<file path="src/tiw_pkg.sv">
// package for the target image window decode block
// assumes a 32-bit apb register bus and four target images
package tiw_pkg;

  // ==========================================================================
  // register map
  localparam logic [11:0] TRANSLATION_ADDRESS_OFS0       = 12'h104;
  localparam logic [11:0] TRANSLATION_ADDRESS_OFS1       = 12'h114;
  localparam logic [11:0] TRANSLATION_ADDRESS_OFS2       = 12'h124;
  localparam logic [11:0] TRANSLATION_ADDRESS_OFS3       = 12'h134;
  localparam logic [11:0] CTL_OFS0         = 12'h100;
  localparam logic [11:0] CTL_OFS1         = 12'h110;
  localparam logic [11:0] CTL_OFS2         = 12'h120;
  localparam logic [11:0] CTL_OFS3         = 12'h130;
  localparam logic [11:0] GLOBAL_OFS       = 12'h140;
  localparam logic [11:0] STATUS_OFS       = 12'h14C;
  localparam int          NUM_IMAGES       = 4;

  // ==========================================================================
  // translation register fields
  localparam int          TRANSLATION_ADDRESS_LSB        = 16;
  localparam int          MSEL_LSB         = 1;
  localparam logic [31:0] TRANSLATION_ADDRESS_MASK       = 32'hFFFF_00FE;

  // ==========================================================================
  // image control fields
  localparam int          END_LSB          = 0;
  localparam int          MRA_BIT          = 2;
  localparam int          AMT_LSB          = 3;
  localparam int          BS_LSB           = 6;
  localparam int          MODE_BIT         = 10;
  localparam int          MEMIO_BIT        = 11;
  localparam int          DEST_BIT         = 12;
  localparam int          TAEN_BIT         = 13;
  localparam int          MDEN_BIT         = 14;
  localparam int          KEEP_BIT         = 15;
  localparam logic [31:0] CTL_MASK         = 32'h0000_FFFF;
  localparam logic [31:0] CTL_RESET        = 32'h0000_0002;

  // ==========================================================================
  // global control fields
  localparam int          ARB_EN_BIT       = 0;
  localparam int          PIN5_BIT         = 1;
  localparam logic [31:0] GLOBAL_MASK      = 32'h0000_000F;

  // ==========================================================================
  // encodings
  localparam logic [1:0]  ENDIAN_BIG       = 2'h2;
  localparam logic [7:0]  BYTES_IO         = 8'h04;
  localparam logic [7:0]  BYTES_MIN        = 8'h08;

  typedef enum logic [1:0] {
    CMD_MEM_READ   = 2'b00,
    CMD_MEM_RDMULT = 2'b01,
    CMD_IO         = 2'b10,
    CMD_OTHER      = 2'b11
  } src_cmd_e;

  typedef enum logic [1:0] {
    ST_IDLE   = 2'b00,
    ST_RESULT = 2'b01
  } dec_state_e;

endpackage

</file>
<file path="src/tiw_cfg_if.sv">
// interface carrying one image's settings from register file to decoder
// assumes a single clock domain
`timescale 1ns/1ps
`default_nettype none
interface tiw_cfg_if;
  logic [31:0] ctl;
  logic [31:0] translation_address;
  logic [3:0]  global_ctl;
  modport regs (output ctl, output translation_address, output global_ctl);
  modport dec  (input ctl, input translation_address, input global_ctl);
endinterface
`default_nettype wire

</file>
<file path="src/tiw_image_dec.sv">
// combinational decode of one target image request
// assumes settings stay constant during a transaction except translation
`timescale 1ns/1ps
`default_nettype none
module tiw_image_dec
  import tiw_pkg::*;
(
  tiw_cfg_if.dec              cfg,
  input  wire logic [31:0]    i_addr,
  input  wire logic [1:0]     i_cmd,
  input  wire logic [2:0]     i_master,
  input  wire logic           i_burst,
  output logic                o_claim,
  output logic [31:0]         o_dest_addr,
  output logic [1:0]          o_dest_cmd,
  output logic [7:0]          o_fetch_bytes,
  output logic [1:0]          o_endian,
  output logic                o_disconnect,
  output logic                o_keep
);

  // ==========================================================================
  // helpers
  function automatic logic [7:0] amt_bytes(input logic [2:0] code);
    amt_bytes = (code > 3'h4) ? BYTES_MIN : (BYTES_MIN << code);
  endfunction

  function automatic logic [31:0] bs_mask(input logic [3:0] bs);
    bs_mask = 32'hFFFF_0000 << bs;
  endfunction

  // ==========================================================================
  // fields
  wire logic [1:0]  endian  = cfg.ctl[END_LSB +: 2];
  wire logic        read_alias_enable     = cfg.ctl[MRA_BIT];
  wire logic [2:0]  amt     = cfg.ctl[AMT_LSB +: 3];
  wire logic [3:0]  bs      = cfg.ctl[BS_LSB +: 4];
  wire logic        io_mode = cfg.ctl[MODE_BIT];
  wire logic        mem_io  = cfg.ctl[MEMIO_BIT];
  wire logic        to_pci  = cfg.ctl[DEST_BIT];
  wire logic        translation_enable   = cfg.ctl[TAEN_BIT];
  wire logic        master_decode_enable   = cfg.ctl[MDEN_BIT];
  wire logic [6:0]  msel    = cfg.translation_address[MSEL_LSB +: 7];
  wire logic [31:0] umask   = bs_mask(bs);
  wire logic [31:0] tbase   = {cfg.translation_address[31:TRANSLATION_ADDRESS_LSB], 16'h0000};

  // ==========================================================================
  // master qualification
  wire logic [6:0] pin_ok  = {cfg.global_ctl[3:1], 4'hF};
  wire logic       sel_bit = (i_master != 3'h0) && msel[i_master - 3'h1] && pin_ok[i_master - 3'h1];
  wire logic       md_act  = cfg.global_ctl[ARB_EN_BIT] && master_decode_enable;
  assign o_claim = !md_act || sel_bit;

  // ==========================================================================
  // address translation
  assign o_dest_addr = translation_enable ? ((tbase & umask) | (i_addr & ~umask)) : i_addr;

  // ==========================================================================
  // command, size and endian
  wire logic io_cyc  = to_pci && io_mode && !mem_io;
  wire logic is_read = (i_cmd == CMD_MEM_READ);
  wire logic is_rm   = (i_cmd == CMD_MEM_RDMULT) || (is_read && read_alias_enable);
  wire logic io_src  = (i_cmd == CMD_IO);

  assign o_dest_cmd = io_cyc ? CMD_IO :
                      (io_src && mem_io) ? CMD_MEM_READ :
                      (is_rm ? CMD_MEM_RDMULT : i_cmd);
  assign o_fetch_bytes = io_cyc ? BYTES_IO :
                         (to_pci && io_mode) ? BYTES_IO :
                         (io_src && mem_io) ? BYTES_IO :
                         is_rm ? amt_bytes(amt) : BYTES_MIN;
  assign o_disconnect = io_cyc && i_burst;
  assign o_keep = cfg.ctl[KEEP_BIT] && !(to_pci && io_mode);
  assign o_endian = to_pci ? ENDIAN_BIG : endian;

endmodule
`default_nettype wire

</file>
<file path="src/tiw_top.sv">
// target image window decode: apb registers plus per-request decode
// assumes synchronous inputs on i_core_clk and a request held for one cycle
//
// The APB interface to the registers is this design's own decision.
`timescale 1ns/1ps
`default_nettype none

// Operation
// - endian field resets to big-endian and applies only toward the processor bus
// - read alias on turns plain memory read into read multiple using prefetch amount
// - read alias off prefetches exactly eight bytes on plain memory read
// - prefetch code selects 8, 16, 32, 64 or 128 bytes
// - block size code sets 64 KB doubling to 2 GB compare range
// - command mode matters only when destination is alternate pci bus
// - memory mode gives memory commands, bursts, prefetch keep and amount
// - io mode gives io commands limited to four bytes
// - burst to io mode image disconnects after each data beat
// - mode and io-as-memory bit pick memory eight, io, or memory four
// - translation enable replaces upper address bits within block size
// - translation address may change mid-transfer; other settings must stay fixed
// - seven master select bits choose which masters the image claims
// - master decode needs arbiter enable and image master decode enable
// - bits one to four map primary pairs; five to seven need shared-pin assignment
// - io-as-memory turns io commands into memory reads of four bytes
module tiw_top
  import tiw_pkg::*;
(
  input  wire logic              i_core_clk,
  input  wire logic              i_sys_rst,
  input  wire logic              psel,
  input  wire logic              penable,
  input  wire logic              pwrite,
  input  wire logic [11:0]       paddr,
  input  wire logic [31:0]       pwdata,
  output logic [31:0]            prdata,
  output logic                   pready,
  output logic                   pslverr,
  input  wire logic              i_req_valid,
  input  wire logic [1:0]        i_req_image,
  input  wire logic [31:0]       i_req_addr,
  input  wire logic [1:0]        i_req_cmd,
  input  wire logic [2:0]        i_req_master,
  input  wire logic              i_req_burst,
  output logic                   o_res_valid,
  output logic                   o_res_claim,
  output logic [31:0]            o_res_addr,
  output logic [1:0]             o_res_cmd,
  output logic [7:0]             o_res_bytes,
  output logic [1:0]             o_res_endian,
  output logic                   o_res_disconnect,
  output logic                   o_res_keep
);

  import tiw_pkg::*;

  // ==========================================================================
  // registers
  logic [31:0] ctl   [NUM_IMAGES];
  logic [31:0] translation_address [NUM_IMAGES];
  logic [3:0]  global_ctl;
  logic [15:0] res_count;
  dec_state_e  state;

  // ==========================================================================
  // apb decode
  function automatic logic [2:0] reg_slot(input logic [11:0] a);
    case (a)
      CTL_OFS0, TRANSLATION_ADDRESS_OFS0: reg_slot = 3'h0;
      CTL_OFS1, TRANSLATION_ADDRESS_OFS1: reg_slot = 3'h1;
      CTL_OFS2, TRANSLATION_ADDRESS_OFS2: reg_slot = 3'h2;
      CTL_OFS3, TRANSLATION_ADDRESS_OFS3: reg_slot = 3'h3;
      default:              reg_slot = 3'h4;
    endcase
  endfunction

  wire logic       access   = psel && penable;
  wire logic [2:0] slot     = reg_slot(paddr);
  wire logic       is_img   = (slot != 3'h4);
  wire logic       is_translation_address = is_img && paddr[2];
  wire logic       is_glob  = (paddr == GLOBAL_OFS);
  wire logic       is_stat  = (paddr == STATUS_OFS);
  wire logic       mapped   = is_img || is_glob || is_stat;
  wire logic [1:0] idx      = slot[1:0];

  wire logic [31:0] rd_img  = is_translation_address ? translation_address[idx] : ctl[idx];
  wire logic [31:0] rd_val  = is_img  ? rd_img :
                              is_glob ? {28'h0, global_ctl} :
                              is_stat ? {15'h0, state == ST_RESULT, res_count} : 32'h0;

  // ==========================================================================
  // register writes
  always_ff @(posedge i_core_clk) begin
    if (i_sys_rst) begin
      for (int k = 0; k < NUM_IMAGES; k++) begin
        ctl[k]   <= CTL_RESET;
        translation_address[k] <= 32'h0;
      end
      global_ctl <= 4'h0;
    end else if (access && pwrite && pready) begin
      if (is_translation_address) translation_address[idx] <= pwdata & TRANSLATION_ADDRESS_MASK;
      else if (is_img) ctl[idx] <= pwdata & CTL_MASK;
      else if (is_glob) global_ctl <= pwdata[3:0] & GLOBAL_MASK[3:0];
    end
  end

  // ==========================================================================
  // apb answer: one wait state, ready pulses in the second access cycle
  always_ff @(posedge i_core_clk) begin
    if (i_sys_rst) begin
      pready  <= 1'b0;
      prdata  <= 32'h0;
      pslverr <= 1'b0;
    end else begin
      pready  <= access && !pready;
      prdata  <= (access && !pready && !pwrite) ? rd_val : 32'h0;
      pslverr <= access && !pready && !mapped;
    end
  end

  // ==========================================================================
  // decode of the selected image
  tiw_cfg_if cfg_bus ();
  assign cfg_bus.ctl        = ctl[i_req_image];
  assign cfg_bus.translation_address      = translation_address[i_req_image];
  assign cfg_bus.global_ctl = global_ctl;

  logic        d_claim;
  logic [31:0] d_addr;
  logic [1:0]  d_cmd;
  logic [7:0]  d_bytes;
  logic [1:0]  d_endian;
  logic        d_disc;
  logic        d_keep;

  tiw_image_dec u_dec (
    .cfg           (cfg_bus),
    .i_addr        (i_req_addr),
    .i_cmd         (i_req_cmd),
    .i_master      (i_req_master),
    .i_burst       (i_req_burst),
    .o_claim       (d_claim),
    .o_dest_addr   (d_addr),
    .o_dest_cmd    (d_cmd),
    .o_fetch_bytes (d_bytes),
    .o_endian      (d_endian),
    .o_disconnect  (d_disc),
    .o_keep        (d_keep)
  );

  // ==========================================================================
  // result register
  wire dec_state_e next_state = i_req_valid ? ST_RESULT : ST_IDLE;

  always_ff @(posedge i_core_clk) begin
    if (i_sys_rst) begin
      state            <= ST_IDLE;
      res_count        <= 16'h0;
      o_res_valid      <= 1'b0;
      o_res_claim      <= 1'b0;
      o_res_addr       <= 32'h0;
      o_res_cmd        <= 2'h0;
      o_res_bytes      <= 8'h0;
      o_res_endian     <= ENDIAN_BIG;
      o_res_disconnect <= 1'b0;
      o_res_keep       <= 1'b0;
    end else begin
      state       <= next_state;
      o_res_valid <= i_req_valid;
      if (i_req_valid) begin
        res_count        <= res_count + 16'h1;
        o_res_claim      <= d_claim;
        o_res_addr       <= d_addr;
        o_res_cmd        <= d_cmd;
        o_res_bytes      <= d_bytes;
        o_res_endian     <= d_endian;
        o_res_disconnect <= d_disc;
        o_res_keep       <= d_keep;
      end
    end
  end

endmodule
`default_nettype wire

</file>
<file path="config.mk">
export PLATFORM = sky130hd
export DESIGN_NAME = tiw_top
export DESIGN_NICKNAME = d
export VERILOG_FILES = /design/src/tiw_pkg.sv /design/src/tiw_cfg_if.sv /design/src/tiw_image_dec.sv /design/src/tiw_top.sv
export SDC_FILE = /design/constraint.sdc
export NUM_CORES = 1
export LEC_CHECK = 0
export CAP_MARGIN = 20
export CORE_MARGIN = 2
export CORE_UTILIZATION = 60
export DETAILED_ROUTE_END_ITERATION = 10
export DONT_BUFFER_PORTS = 1
export PLACE_DENSITY_LB_ADDON = 0.12
export SLEW_MARGIN = 5
export SYNTH_ARGS = -nofsm -noshare
export SYNTH_HDL_FRONTEND = slang
export SYNTH_SLANG_ARGS = --single-unit
</file>
<file path="constraint.sdc">
create_clock -name i_core_clk -period 3.5 [get_ports i_core_clk]
set_input_delay 0.175 -clock i_core_clk [delete_from_list [all_inputs] [get_ports i_core_clk]]
set_output_delay 0.175 -clock i_core_clk [all_outputs]
set_load 0.1 [all_outputs]
</file>
=== Word level (Yosys, flattened, before mapping) ===
Memory sizes are Yosys's and may differ from the RTL's.
Index checks and enable logic that the tools add are counted.

* Register bits: 104
* RAM bits: 156
* Output and inout port bits: 82
* Word-level logic and storage cells: 116
* Memories kept: 2

* Add/sub/neg operators: 2
* $lt $le $gt $ge: 2
* Equality and inequality tests: 14
* Shift operators: 2
* Muxes and demuxes: 37
* Bitwise operators: 7
* Reductions and logical operators: 36

{| class="wikitable"
|+ Memories
! name !! depth !! width !! rd ports !! clocked after memory_dff !! wr ports !! line !! RTL
|-
| translation_address || 4 || 23 || 2 || 0 || 4 || tiw_top.sv:59 || <nowiki>logic [31:0] translation_address [NUM_IMAGES];</nowiki>
|-
| ctl || 4 || 16 || 2 || 0 || 4 || tiw_top.sv:58 || <nowiki>logic [31:0] ctl [NUM_IMAGES];</nowiki>
|}

{| class="wikitable"
|+ Operators with widths
! cell !! number
|-
| 12-bit by 9-bit equality test with 1-bit output, second input constant || 10
|-
| 32-bit 2-to-1 mux || 3
|-
| 32-bit AND || 2
|-
| 8-bit 2-to-1 mux || 5
|-
| 17-bit 2-to-1 mux || 2
|-
| 32-bit inverter || 1
|-
| 32-bit bitwise OR || 1
|-
| 32-bit by 4-bit << shifter with 32-bit output, first input constant || 1
|-
| 23-bit 2-to-1 mux || 1
|-
| 23-bit OR reduction || 1
|-
| 16-bit by 1-bit adder with 16-bit output, second input constant || 1
|-
| 1-bit logical AND || 16
|-
| 1-bit 2-to-1 mux || 16
|-
| 16-bit 2-to-1 mux || 1
|-
| 16-bit OR reduction || 1
|-
| 2-bit 2-to-1 mux || 6
|-
| 3-bit one-hot mux with 4 select lines || 1
|-
| 2-bit OR reduction || 5
|-
| 4-bit by 3-bit << shifter with 8-bit output, first input constant || 1
|-
| 1-bit binary-select mux with 3-bit select || 2
|-
| 1-bit logical NOT || 6
|-
| 2-bit by 1-bit equality test with 1-bit output, second input constant || 2
|-
| 1-bit logical OR || 4
|-
| 3-bit by 4-bit less-than comparator with 1-bit output, second input constant || 1
|-
| 8 further kinds || 10
|}

=== Depth between registers and ports, before layout ===
Gate-level depths: netlist of run 1.

* Depth after elaboration: 11
* Gate-level depth with buffers: 9

=== By module ===
A second synthesis of run 1 with hierarchy kept.

* Cells, all modules: 1012
* Area, all modules: 12080.3 um^2

{| class="wikitable"
|+ Modules (own cells, without submodules)
! module !! times used !! cells an instance !! area each (um^2) !! sequential area each (um^2)
|-
| tiw_top || 1 || 911 || 11322.1 || 6726.5
|-
| tiw_image_dec || 1 || 101 || 758.2 || 0.0
|}

=== Least setup slack after synthesis of run 1 ===
No wires, ideal clock.

* Kind: reg2reg
* Start point: register pready
* End point: memory translation_address[1][0] (netlist name), enable pin
* Arrival time: 2.457 ns
* Slack: 0.688 ns
* Cell stages (with the launch flop): 6
* Buffers on the path: 0
* Clock period less this slack: 2.812 ns
* Cells stage by stage: dfxtp_1 > and4_1 > nand2_1 > nor3_4 > nor3b_1 > or2_2

{| class="wikitable"
|+ RTL lines
! what !! line !! RTL
|-
| start, declared || tiw_top.sv:36 || <nowiki>output logic pready,</nowiki>
|-
| start signal, assigned || tiw_top.sv:114 || <nowiki>pready <= access && !pready;</nowiki>
|-
| end, declared || tiw_top.sv:59 ||
|}

==> results of run 1 <==
## metrics by stage
step                      total power, mW  setup slack, ns  utilization [%]  hold slack, ns  std cells
after CTS                            6.77            0.977             71.0        0.000407       1327
after floorplan                      3.92            0.688                -           0.319        987
after global placement               3.95            0.759             62.4           0.256       1200
after detailed placement             3.97            0.636             62.4           0.256       1200
after global routing                 6.94            0.682             71.1          0.0130       1331
final                                6.77            0.918             71.1          0.0150       1331
## power groups by stage
stage	Combinational, mW	Sequential [mW]	Clock (mW)
2_1_floorplan	0.301	3.62	0
3_3_place_gp	0.325	3.63	0
3_5_place_dp	0.333	3.63	0
4_1_cts	0.467	3.57	2.74
5_1_grt	0.507	3.58	2.86
6_report	0.478	3.57	2.72
## Yosys cell counts, drive strengths merged, types with 3 or more instances
cell,count,area share [%]
a211oi,39,2.4
a21oi,16,0.66
a22o,4,0.29
a22oi,4,0.25
a311oi,4,0.29
a32o,8,0.66
and2,153,7.9
and3,6,0.31
buf,24,1.2
clkbuf,41,1.3
dfxtp,100,17
edfxtp,156,39
ha,5,0.52
inv,9,0.28
mux2,11,1.0
mux2i,77,6.4
mux4,41,7.6
nand2,48,1.5
nand2b,6,0.31
nand3,16,0.77
nand3b,3,0.22
nand4,9,0.47
nor2,82,2.5
nor2b,16,0.83
nor3,13,0.72
nor3b,7,0.70
o211ai,3,0.19
o21ai,16,0.66
o221ai,11,0.80
o31ai,3,0.19
o32ai,3,0.22
or2,11,0.57
or3,4,0.25
xnor2,4,0.29
xor2,10,0.72
## registers in the layout, indices dropped and copies added (netlist names)
signal               count
o_res_claim              1
res_count               16
ctl                     64
o_res_disconnect         1
cfg_bus.global_ctl       4
prdata                  32
o_res_bytes              6
pslverr                  1
o_res_addr              32
translation_address     92
o_res_cmd                2
o_res_valid              1
o_res_endian             2
pready                   1
o_res_keep               1
## critical path: stages, from the launching register on
cell and delay, ns:
dfxtp_1 0.35, and4_1 0.23, nand2_1 0.13, nor3_4 0.38, nor3b_2 0.68, or2_2 0.47
## metal layers
layer	up-vias	GRT usage (%)	wire [microns]
li1	3744	-	-
met1	4200	41.7	13300
met2	488	49.7	15700
met3	95	7.65	3300
met4	0	11.1	1160
met5	-	0	0
## final cells by class
class                      count  area [sq um]  area share, %
sequential                   256          6690           48.0
multi-input combinational    656          5070           36.4
timing repair buffer          93           943           6.77
clock buffer                  41           810           5.81
tap                          265           332           2.38
inverter                      10          37.5          0.270
clock inverter                 7          36.3          0.261
antenna                        3          7.51         0.0539
## worst paths after layout
check	endpoint	slack [ns]	depth (start not counted)
worst max-delay path	ctl[1][9]	0.92	5
worst min-delay path	o_res_addr[19]	0.01	2
worst max register to register	ctl[1][9]	0.92	5
worst min register to register	prdata[15]	0.52	1
## cell families after synthesis
| logic type | Yosys count | share of synthesized area, % |
|---|---|---|
| AO/OA/AOI/OAI | 124 | 7.45 |
| XOR/XNOR | 14 | 1.01 |
| adder cells (fa/ha/maj) | 5 | 0.518 |
| buffers and inverters | 75 | 2.81 |
| flip-flops | 256 | 55.3 |
| multiplexers | 129 | 15.0 |
| other | 1 | 0.0310 |
| AND/OR/NAND/NOR | 382 | 17.8 |
## timing repair
action	4_1_cts	5_1_grt
hold endpoints to repair	240	1
endpoints found under the setup margin	0	0
resized for setup	0	0
hold buffers	79	1
==> key figures, run 1 <==
Cells and area
  • Most common cell after layout, fill and taps aside: edfxtp_1
  • Area delta synth->final: 15.2%
  • Most frequent cells in the layout: 156 x edfxtp_1, 153 x and2_1, 100 x dfxtp_1, 82 x nor2_1
  • Final instance area: 13900 sq um
  • Layout cells sized above 1: 12.6%
  • Filler Cell Count: 1372
  • Final #Nets: 1138

STA
  • Worst slew pin tran: 1.13 ns
  • Fin crit period: 2.58 ns
  • Final Cycle Share: 73.8%
  • Final TNS setup: 0 ns
  • Slew HR: 24.6%
  • Slew Viols, Final: 0
  • RSZ-0062 raised after global routing: no
  • # setup viols final: 0
  • Setup Skew: 0.0126 ns
  • Final Hold Viols: 0
  • Max Freq: 387 MHz

Worst setup path
  • Crit. Startpoint: pready
  • Startpoint Class: register
  • CP Class: register to register
  • Worst endpoint required time: 3.70 ns
  • Worst Path Max Fanout: 17
  • R2R Path Start: pready
  • CP Data Arrival Time: 2.78 ns
  • Critical path endpoint category: register

Pwr
  • Int Pwr: 5.08 mW
  • Clock power share: 40.2%
  • Power share of the sequential group: 52.8%
  • Proportion of power drawn by combinational gates: 7.1%
  • Switching share of power: 25.0%
  • Worst VDD drop: 0.342 mV
  • Leakage: 5.36 nW
  • NetSw: 1.69 mW
  • Power per cell area: 486 nW/um^2

Route
  • DRC: 0
  • Via count: 8527
  • ANT nets after route: 0
  • DRT iter0 DRCs: 658
  • DR pass1 iterations: 5
  • WL final: 33400 microns
  • Via/cell ratio: 6.41
  • Wirelength per Cell: 25.1 microns

GRT
  • GRT Overall Usage: 31.1%
  • Global route overflow: 0
  • First-pass GRT wire length: 50700 microns
  • Initial antenna violation count: 2
  • Largest net degree at the start of global routing: 63
  • Number of global-route vias before repair: 8496

Clock tree
  • H-tree depth: 1
  • Root Driver: clkbuf_16
  • Clock Sinks: 256
  • Clock latency on the worst-skew pair: 0.54 ns
  • Total CTS buffers: 26
  • Worst-path clk slew: 0.06 ns
  • Post-CTS Setup Repair Bufs: 0
  • Clk buf depth: 3
  • CTS tree: yes

Placement
  • GPL Wtd Cong: 0.936
  • Post-DP HPWL: 21500 microns
  • Dpl cell area: 12200 sq um
  • Port buffer count: 0

Min path
  • Hold path start: i_req_addr[19]
  • Worst Hold Class: primary input to register

Logic synthesis
  • Yosys cell types: 63
  • Post-synthesis sequential area ratio: 55.3%
  • Mapped Area: 12100 sq um
  • Synth Instances: 986
  • Yosys reg bits: 256
  • Main synth FF type: edfxtp_1
  • Synth Warn #: 0
  • EDFF count, synth: 156
  • Post-synthesis average cell area: 12.3 sq um
  • Fraction of registers with async set/reset: 0%

Floorplan
  • Die X: 146 microns
  • Initial core utilization: 61.7%
  • Die H: 146 microns
  • # rows: 51
  • Die Area: 21300 sq um
  • CORE AREA: 19600 sq um
  • Num ports: 172

Job
  • Maxcap violations: 0

Run status
  • Outcome: finished, final reports clean
(Power assumes the default switching activity.)
==> run 2, diff against run 1 <==
==> constraint.sdc (replaced) <==
create_clock -name i_core_clk -period 2.6 [get_ports i_core_clk]
set_input_delay 0.13 -clock i_core_clk [delete_from_list [all_inputs] [get_ports i_core_clk]]
set_output_delay 0.13 -clock i_core_clk [all_outputs]
set_load 0.1 [all_outputs]
==> key figures, run 2 (synthesis results as in run 1) <==
STA
  • Slew Viols, Final: 0 (unchanged)
  • # setup viols final: 0 (unchanged)
  • Fin crit period: 2.51 ns (was 2.58 ns)
  • Max Freq: 398 MHz (was 387 MHz)
  • RSZ-0062 raised after global routing: no (unchanged)
  • Final Cycle Share: 96.5% (was 73.8%)
  • Slew HR: 31.3% (was 24.6%)
  • Final Hold Viols: 0 (unchanged)
  • Setup Skew: 0.0174 ns (was 0.0126 ns)
  • Slack of the critical path: 0.0899 ns (was 0.918 ns)
  • Final TNS setup: 0 ns (unchanged)
  • Worst slew pin tran: 1.03 ns (was 1.13 ns)

Run status
  • Outcome: finished, final reports clean (unchanged)

Route
  • Via count: 8742 (was 8527)
  • ANT nets after route: 0 (unchanged)
  • Via/cell ratio: 6.23 (was 6.41)
  • WL final: 34000 microns (was 33400 microns)
  • DRT iter0 DRCs: 802 (was 658)
  • DR pass1 iterations: 5 (unchanged)
  • DRC: 0 (unchanged)
  • Wirelength per Cell: 24.2 microns (was 25.1 microns)

Worst setup path
  • CP Data Arrival Time: 2.99 ns (was 2.78 ns)
  • Critical path endpoint category: register (unchanged)
  • Worst endpoint required time: 3.08 ns (was 3.70 ns)
  • CP Class: register to register (unchanged)
  • Crit-path cells: mux4_2, nor3b_4, buf_4, a21boi_0, a31oi_1, a211oi_1, dlygate4sd3_1 (was and4_1, nand2_1, nor3_4, nor3b_2, or2_2)
  • Max stage delay on crit path: 0.64 ns (was 0.68 ns)
  • Worst Path Max Fanout: 11 (was 17)
  • Startpoint Class: register (unchanged)
  • Slowest stage cell, crit path: mux4_2 (was nor3b_2)

Clock tree
  • CTS tree: yes (unchanged)
  • Worst-path clk slew: 0.07 ns (was 0.06 ns)
  • Root Driver: clkbuf_16 (unchanged)
  • Clk buf depth: 3 (unchanged)
  • Total CTS buffers: 27 (was 26)
  • Clock Sinks: 256 (unchanged)
  • Clock latency on the worst-skew pair: 0.54 ns (about the same)
  • H-tree depth: 1 (unchanged)

Cells and area
  • Area of the multi-input gates: 5080 sq um (was 5070 sq um)
  • # diodes: 0 (was 3)
  • Top reg by flops: translation_address (unchanged)
  • Area delta synth->final: 20.7% (was 15.2%)
  • Top flop regs: translation_address (92), ctl (64) (unchanged)
  • Filler Cell Count: 1241 (was 1372)
  • Layout cells sized above 1: 17.5% (was 12.6%)
  • Final #Nets: 1213 (was 1138)
  • Reg area: 6690 sq um (about the same)
  • Most frequent cells in the layout: 156 x edfxtp_1, 153 x and2_1, 99 x dfxtp_1, 88 x dlygate4sd3_1, 81 x nor2_1 (was 156 x edfxtp_1, 153 x and2_1, 100 x dfxtp_1, 82 x nor2_1)
  • Most common cell after layout, fill and taps aside: edfxtp_1 (unchanged)
  • Max FFs per register: 92 (unchanged)

GRT
  • Largest net degree at the start of global routing: 63 (unchanged)
  • First-pass GRT wire length: 52700 microns (was 50700 microns)
  • GRT Overall Usage: 32.2% (was 31.1%)
  • Initial antenna violation count: 1 (was 2)
  • Number of global-route vias before repair: 9023 (was 8496)
  • Global route overflow: 0 (unchanged)

Pwr
  • Worst VDD drop: 0.486 mV (was 0.342 mV)
  • Power per cell area: 644 nW/um^2 (was 486 nW/um^2)
  • Leakage: 5.79 nW (was 5.36 nW)

Job
  • Maxcap violations: 0 (unchanged)

Floorplan
  • Die Area: 21300 sq um (unchanged)
  • Die H: 146 microns (unchanged)
  • Initial core utilization: 61.7% (unchanged)
  • CORE AREA: 19600 sq um (unchanged)
  • Die X: 146 microns (unchanged)
  • Num ports: 172 (unchanged)
  • # rows: 51 (unchanged)

Min path
  • Worst Hold Class: primary input to register (unchanged)

Placement
  • GPL Wtd Cong: 0.960 (was 0.936)
  • Post-DP HPWL: 22000 microns (was 21500 microns)
  • Port buffer count: 0 (unchanged)
  • Pre-CTS setup slack: 0.264 ns (was 0.636 ns)
-- run 2: cell count changes in the layout (fill, tap and decap cells not counted), sizes merged --
cell and delta:
buf +63, bufinv +3, clkbuf -3, clkinv +2, clkinvlp -1, diode -3
dlygate4sd3 +11, inv +1
-- run 2: path summary, 6_finish.rpt --
path	depth (start not counted)	from	slack [ns]	endpoint
min	2	i_sys_rst	0.01	ctl[2][13]
max reg2reg	7	ctl[2][13]	0.09	o_res_addr[17]
max	7	ctl[2][13]	0.09	o_res_addr[17]
min reg2reg	2	o_res_bytes[3]	0.47	o_res_bytes[3]
-- run 2: where the power goes --
| group | switching [mW] | leakage, nW | internal [mW] |
|---|---|---|---|
| clock | 1.55 | 0.435 | 2.30 |
| sequential | 0.0755 | 2.43 | 4.42 |
| combinational | 0.689 | 2.92 | 0.370 |
-- run 2: repair_timing --
action,4_1_cts,5_1_grt
hold buffers,91,0
gates resized for setup,0,3
hold endpoints to repair,250,0
setup buffers,0,1
endpoints found under the setup margin,0,5
-- run 2: area by class of cell --
class	instances	area share (%)
sequential	256	45.8
tap	265	2.27
clock buffer	38	5.12
inverter	10	0.257
clock inverter	12	0.952
timing repair buffer	167	10.7
multi-input combinational	656	34.8
-- run 2: per-stage QoR --
step                hold slack, ns  std cells  total power, mW  util [%]  area, sq um
CTS                       0.000764       1403             9.41      74.4        14600
finish                      0.0119       1404             9.40      74.5        14600
global placement             0.210       1262             5.39      65.0        12700
global route                0.0189       1404             9.66      74.5        14600
detailed placement           0.211       1262             5.41      65.0        12700
floorplan                    0.274        987             5.28         -        12100
-- run 2: metal layers --
layer | up-vias | track usage, % | wire, microns | part of all wire, %
li1 | 3884 | - | - | -
met1 | 4292 | 41.9 | 13300 | 39
met2 | 455 | 51.6 | 15800 | 46
met3 | 109 | 8.24 | 3420 | 10
met4 | 2 | 13.6 | 1480 | 4.4
met5 | - | 0 | 13 | 0.038
-- run 2: critical path, delay by kind of cell, from the launching register on --
kind / cells / cell delay [ns]
buffers and inverters: 2 / 0.74
muxes: 1 / 0.64
AOI/OAI and AO/OA: 3 / 0.46
DFF: 1 / 0.39
and+or+nand+nor: 1 / 0.21
==> run 3, diff against run 2 <==
--- a/config.mk
+++ b/config.mk
@@ -7,7 +7,7 @@
 export LEC_CHECK = 0
 export CAP_MARGIN = 20
 export CORE_MARGIN = 2
-export CORE_UTILIZATION = 60
+export CORE_UTILIZATION = 55
 export DETAILED_ROUTE_END_ITERATION = 10
 export DONT_BUFFER_PORTS = 1
 export PLACE_DENSITY_LB_ADDON = 0.12
==> key figures, run 3 (synthesis results as in run 1) <==
Pwr
  • Switching share of power: 25.6% (was 24.6%)
  • Proportion of power drawn by combinational gates: 11.5% (was 11.3%)
  • Worst VDD drop: 0.554 mV (was 0.486 mV)
  • Power share of the sequential group: 49.6% (was 47.8%)
  • Clock power share: 38.9% (was 40.9%)
  • Design Power: 9.06 mW (was 9.40 mW)
  • Power per cell area: 627 nW/um^2 (was 644 nW/um^2)
  • Leakage: 5.70 nW (was 5.79 nW)
  • NetSw: 2.32 mW (about the same)
  • Int Pwr: 6.74 mW (was 7.08 mW)

GRT
  • Largest net degree at the start of global routing: 62 (was 63)
  • GRT Overall Usage: 28.9% (was 32.2%)
  • Initial antenna violation count: 2 (was 1)
  • Number of global-route vias before repair: 8464 (was 9023)
  • Global route overflow: 0 (unchanged)
  • First-pass GRT wire length: 51500 microns (was 52700 microns)

STA
  • Slew HR: 36.3% (was 31.3%)
  • Max Freq: 389 MHz (was 398 MHz)
  • Final Cycle Share: 98.8% (was 96.5%)
  • Setup Skew: 0.0281 ns (was 0.0174 ns)
  • # setup viols final: 0 (unchanged)
  • Slack of the critical path: 0.0308 ns (was 0.0899 ns)
  • Fin crit period: 2.57 ns (was 2.51 ns)
  • Final Hold Viols: 0 (unchanged)
  • Hold WS: 0.000542 ns (was 0.0119 ns)
  • Slew Viols, Final: 0 (unchanged)
  • Worst slew pin tran: 0.954 ns (was 1.03 ns)

Cells and area
  • Final #Nets: 1205 (was 1213)
  • Max FFs per register: 92 (unchanged)
  • Most frequent cells in the layout: 156 x edfxtp_1, 153 x and2_1, 99 x dfxtp_1, 83 x dlygate4sd3_1, 81 x nor2_1 (was 156 x edfxtp_1, 153 x and2_1, 99 x dfxtp_1, 88 x dlygate4sd3_1, 81 x nor2_1)
  • Final core occ: 66.6% (was 74.5%)
  • Layout cells sized above 1: 17.1% (was 17.5%)
  • Top reg by flops: translation_address (unchanged)
  • Filler Cell Count: 1665 (was 1241)
  • Top flop regs: translation_address (92), ctl (64) (unchanged)
  • Area delta synth->final: 19.5% (was 20.7%)
  • Most common cell after layout, fill and taps aside: edfxtp_1 (unchanged)
  • Final instance area: 14400 sq um (was 14600 sq um)

Worst setup path
  • Worst Path Max Fanout: 7 (was 11)
  • Crit-path cells: mux4_2, nor2b_2, o211ai_1, mux2i_1, a211oi_1, dlygate4sd3_1 (was mux4_2, nor3b_4, buf_4, a21boi_0, a31oi_1, a211oi_1, dlygate4sd3_1)
  • Worst reg-to-reg setup slack: 0.03 ns (was 0.09 ns)
  • FF-to-FF End: o_res_addr[24] (was o_res_addr[17])
  • R2r worst-path depth: 6 (was 7)
  • Slowest stage cell, crit path: mux4_2 (unchanged)
  • CP Data Arrival Time: 3.06 ns (was 2.99 ns)
  • R2R Path Start: ctl[2][13] (unchanged)
  • Critical path endpoint category: register (unchanged)
  • CP Class: register to register (unchanged)
  • Max stage delay on crit path: 0.61 ns (was 0.64 ns)
  • Worst endpoint required time: 3.09 ns (was 3.08 ns)
  • Startpoint Class: register (unchanged)

Run status
  • Outcome: finished, final reports clean (unchanged)

Floorplan
  • Initial core utilization: 55.7% (was 61.7%)
  • Die H: 152 microns (was 146 microns)
  • Die Area: 23200 sq um (was 21300 sq um)
  • Die X: 152 microns (was 146 microns)
  • # rows: 54 (was 51)
  • Num ports: 172 (unchanged)
  • CORE AREA: 21700 sq um (was 19600 sq um)

Clock tree
  • Clock latency on the worst-skew pair: 0.55 ns (was 0.54 ns)
  • CTS tree: yes (unchanged)
  • H-tree depth: 1 (unchanged)
  • Root Driver: clkbuf_16 (unchanged)
  • Worst-path clk slew: 0.06 ns (was 0.07 ns)
  • Clock Sinks: 256 (unchanged)
  • Total CTS buffers: 27 (unchanged)
  • Clk buf depth: 3 (unchanged)

Placement
  • Post-DP HPWL: 21600 microns (was 22000 microns)
  • Dpl cell area: 12700 sq um (about the same)
  • Pre-CTS setup slack: 0.285 ns (was 0.264 ns)
  • GPL Wtd Cong: 0.913 (was 0.960)
  • Port buffer count: 0 (unchanged)

Job
  • Maxcap violations: 0 (unchanged)

Route
  • ANT nets after route: 0 (unchanged)
  • WL final: 33700 microns (was 34000 microns)
  • Via/cell ratio: 5.95 (was 6.23)
  • DRC: 0 (unchanged)
  • DRT iter0 DRCs: 602 (was 802)
  • Wirelength per Cell: 23.9 microns (was 24.2 microns)
  • DR pass1 iterations: 5 (unchanged)
  • Via count: 8405 (was 8742)

Min path
  • Hold Path End: o_res_addr[21] (was ctl[2][13])
  • Hold path start: i_req_valid (was i_sys_rst)
  • Worst Hold Class: primary input to register (unchanged)
  • WHS Path Cells: 2 (unchanged)
## run 3: layer usage
layer / vias to the layer above / track usage, % / part of all wire [%]
met1: 4131 / 40.1 / 42
met5: - / 0 / 0
li1: 3891 / - / -
met4: 0 / 8.14 / 2.6
met2: 323 / 46.2 / 47
met3: 60 / 6.34 / 8.0
## run 3: through the flow
step                instances  setup TNS, ns
finish                   1412              0
global route             1412        -0.0591
CTS                      1408              0
detailed placement       1273              0
global placement         1273              0
floorplan                 987              0
## run 3: power groups by stage
stage / registers, mW / clock network (mW) / logic (mW)
after floorplan: 4.88 / 0 / 0.405
after global placement: 4.57 / 0 / 0.830
after detailed placement: 4.57 / 0 / 0.837
after CTS: 4.49 / 3.54 / 1.03
after global routing: 4.50 / 3.72 / 1.09
final: 4.49 / 3.53 / 1.04
## run 3: cell type report
class / count / area, sq um / share of cell area [%]
clock buffers: 41 / 742 / 5.14
repair buffers: 159 / 1490 / 10.3
diodes: 2 / 5.00 / 0.0347
clock inverters: 8 / 42.5 / 0.295
multi-input cells: 656 / 5080 / 35.2
flip-flops and latches: 256 / 6690 / 46.3
inverters: 10 / 37.5 / 0.260
well taps: 280 / 350 / 2.43
## run 3: timing repair
item / CTS / global route
hold endpoints to repair: 244 / 0
hold buffers: 86 / 0
setup buffers: 0 / 2
gates resized for setup: 0 / 3
setup endpoints to repair: 0 / 5
## run 3: worst max path at each step
stage	start	endpoint	slack [ns]	depth (start not counted)
after floorplan	paddr[9]	translation_address[2][0]	0.08	7
after global placement	paddr[9]	translation_address[0][15]	0.34	5
after detailed placement	paddr[1]	translation_address[0][15]	0.29	5
after CTS	ctl[0][9]	o_res_addr[19]	0.03	5
after global routing	ctl[3][13]	o_res_addr[24]	-0.06	6
final	ctl[2][13]	o_res_addr[24]	0.03	6
## run 3: critical path, delay by kind of cell (launching register included)
family                 cells  cell delay (ns)
buffers and inverters      1             0.61
AO/OA/AOI/OAI              2             0.53
flip-flops                 1             0.41
multiplexers               2             0.72
AND/OR/NAND/NOR            1             0.25
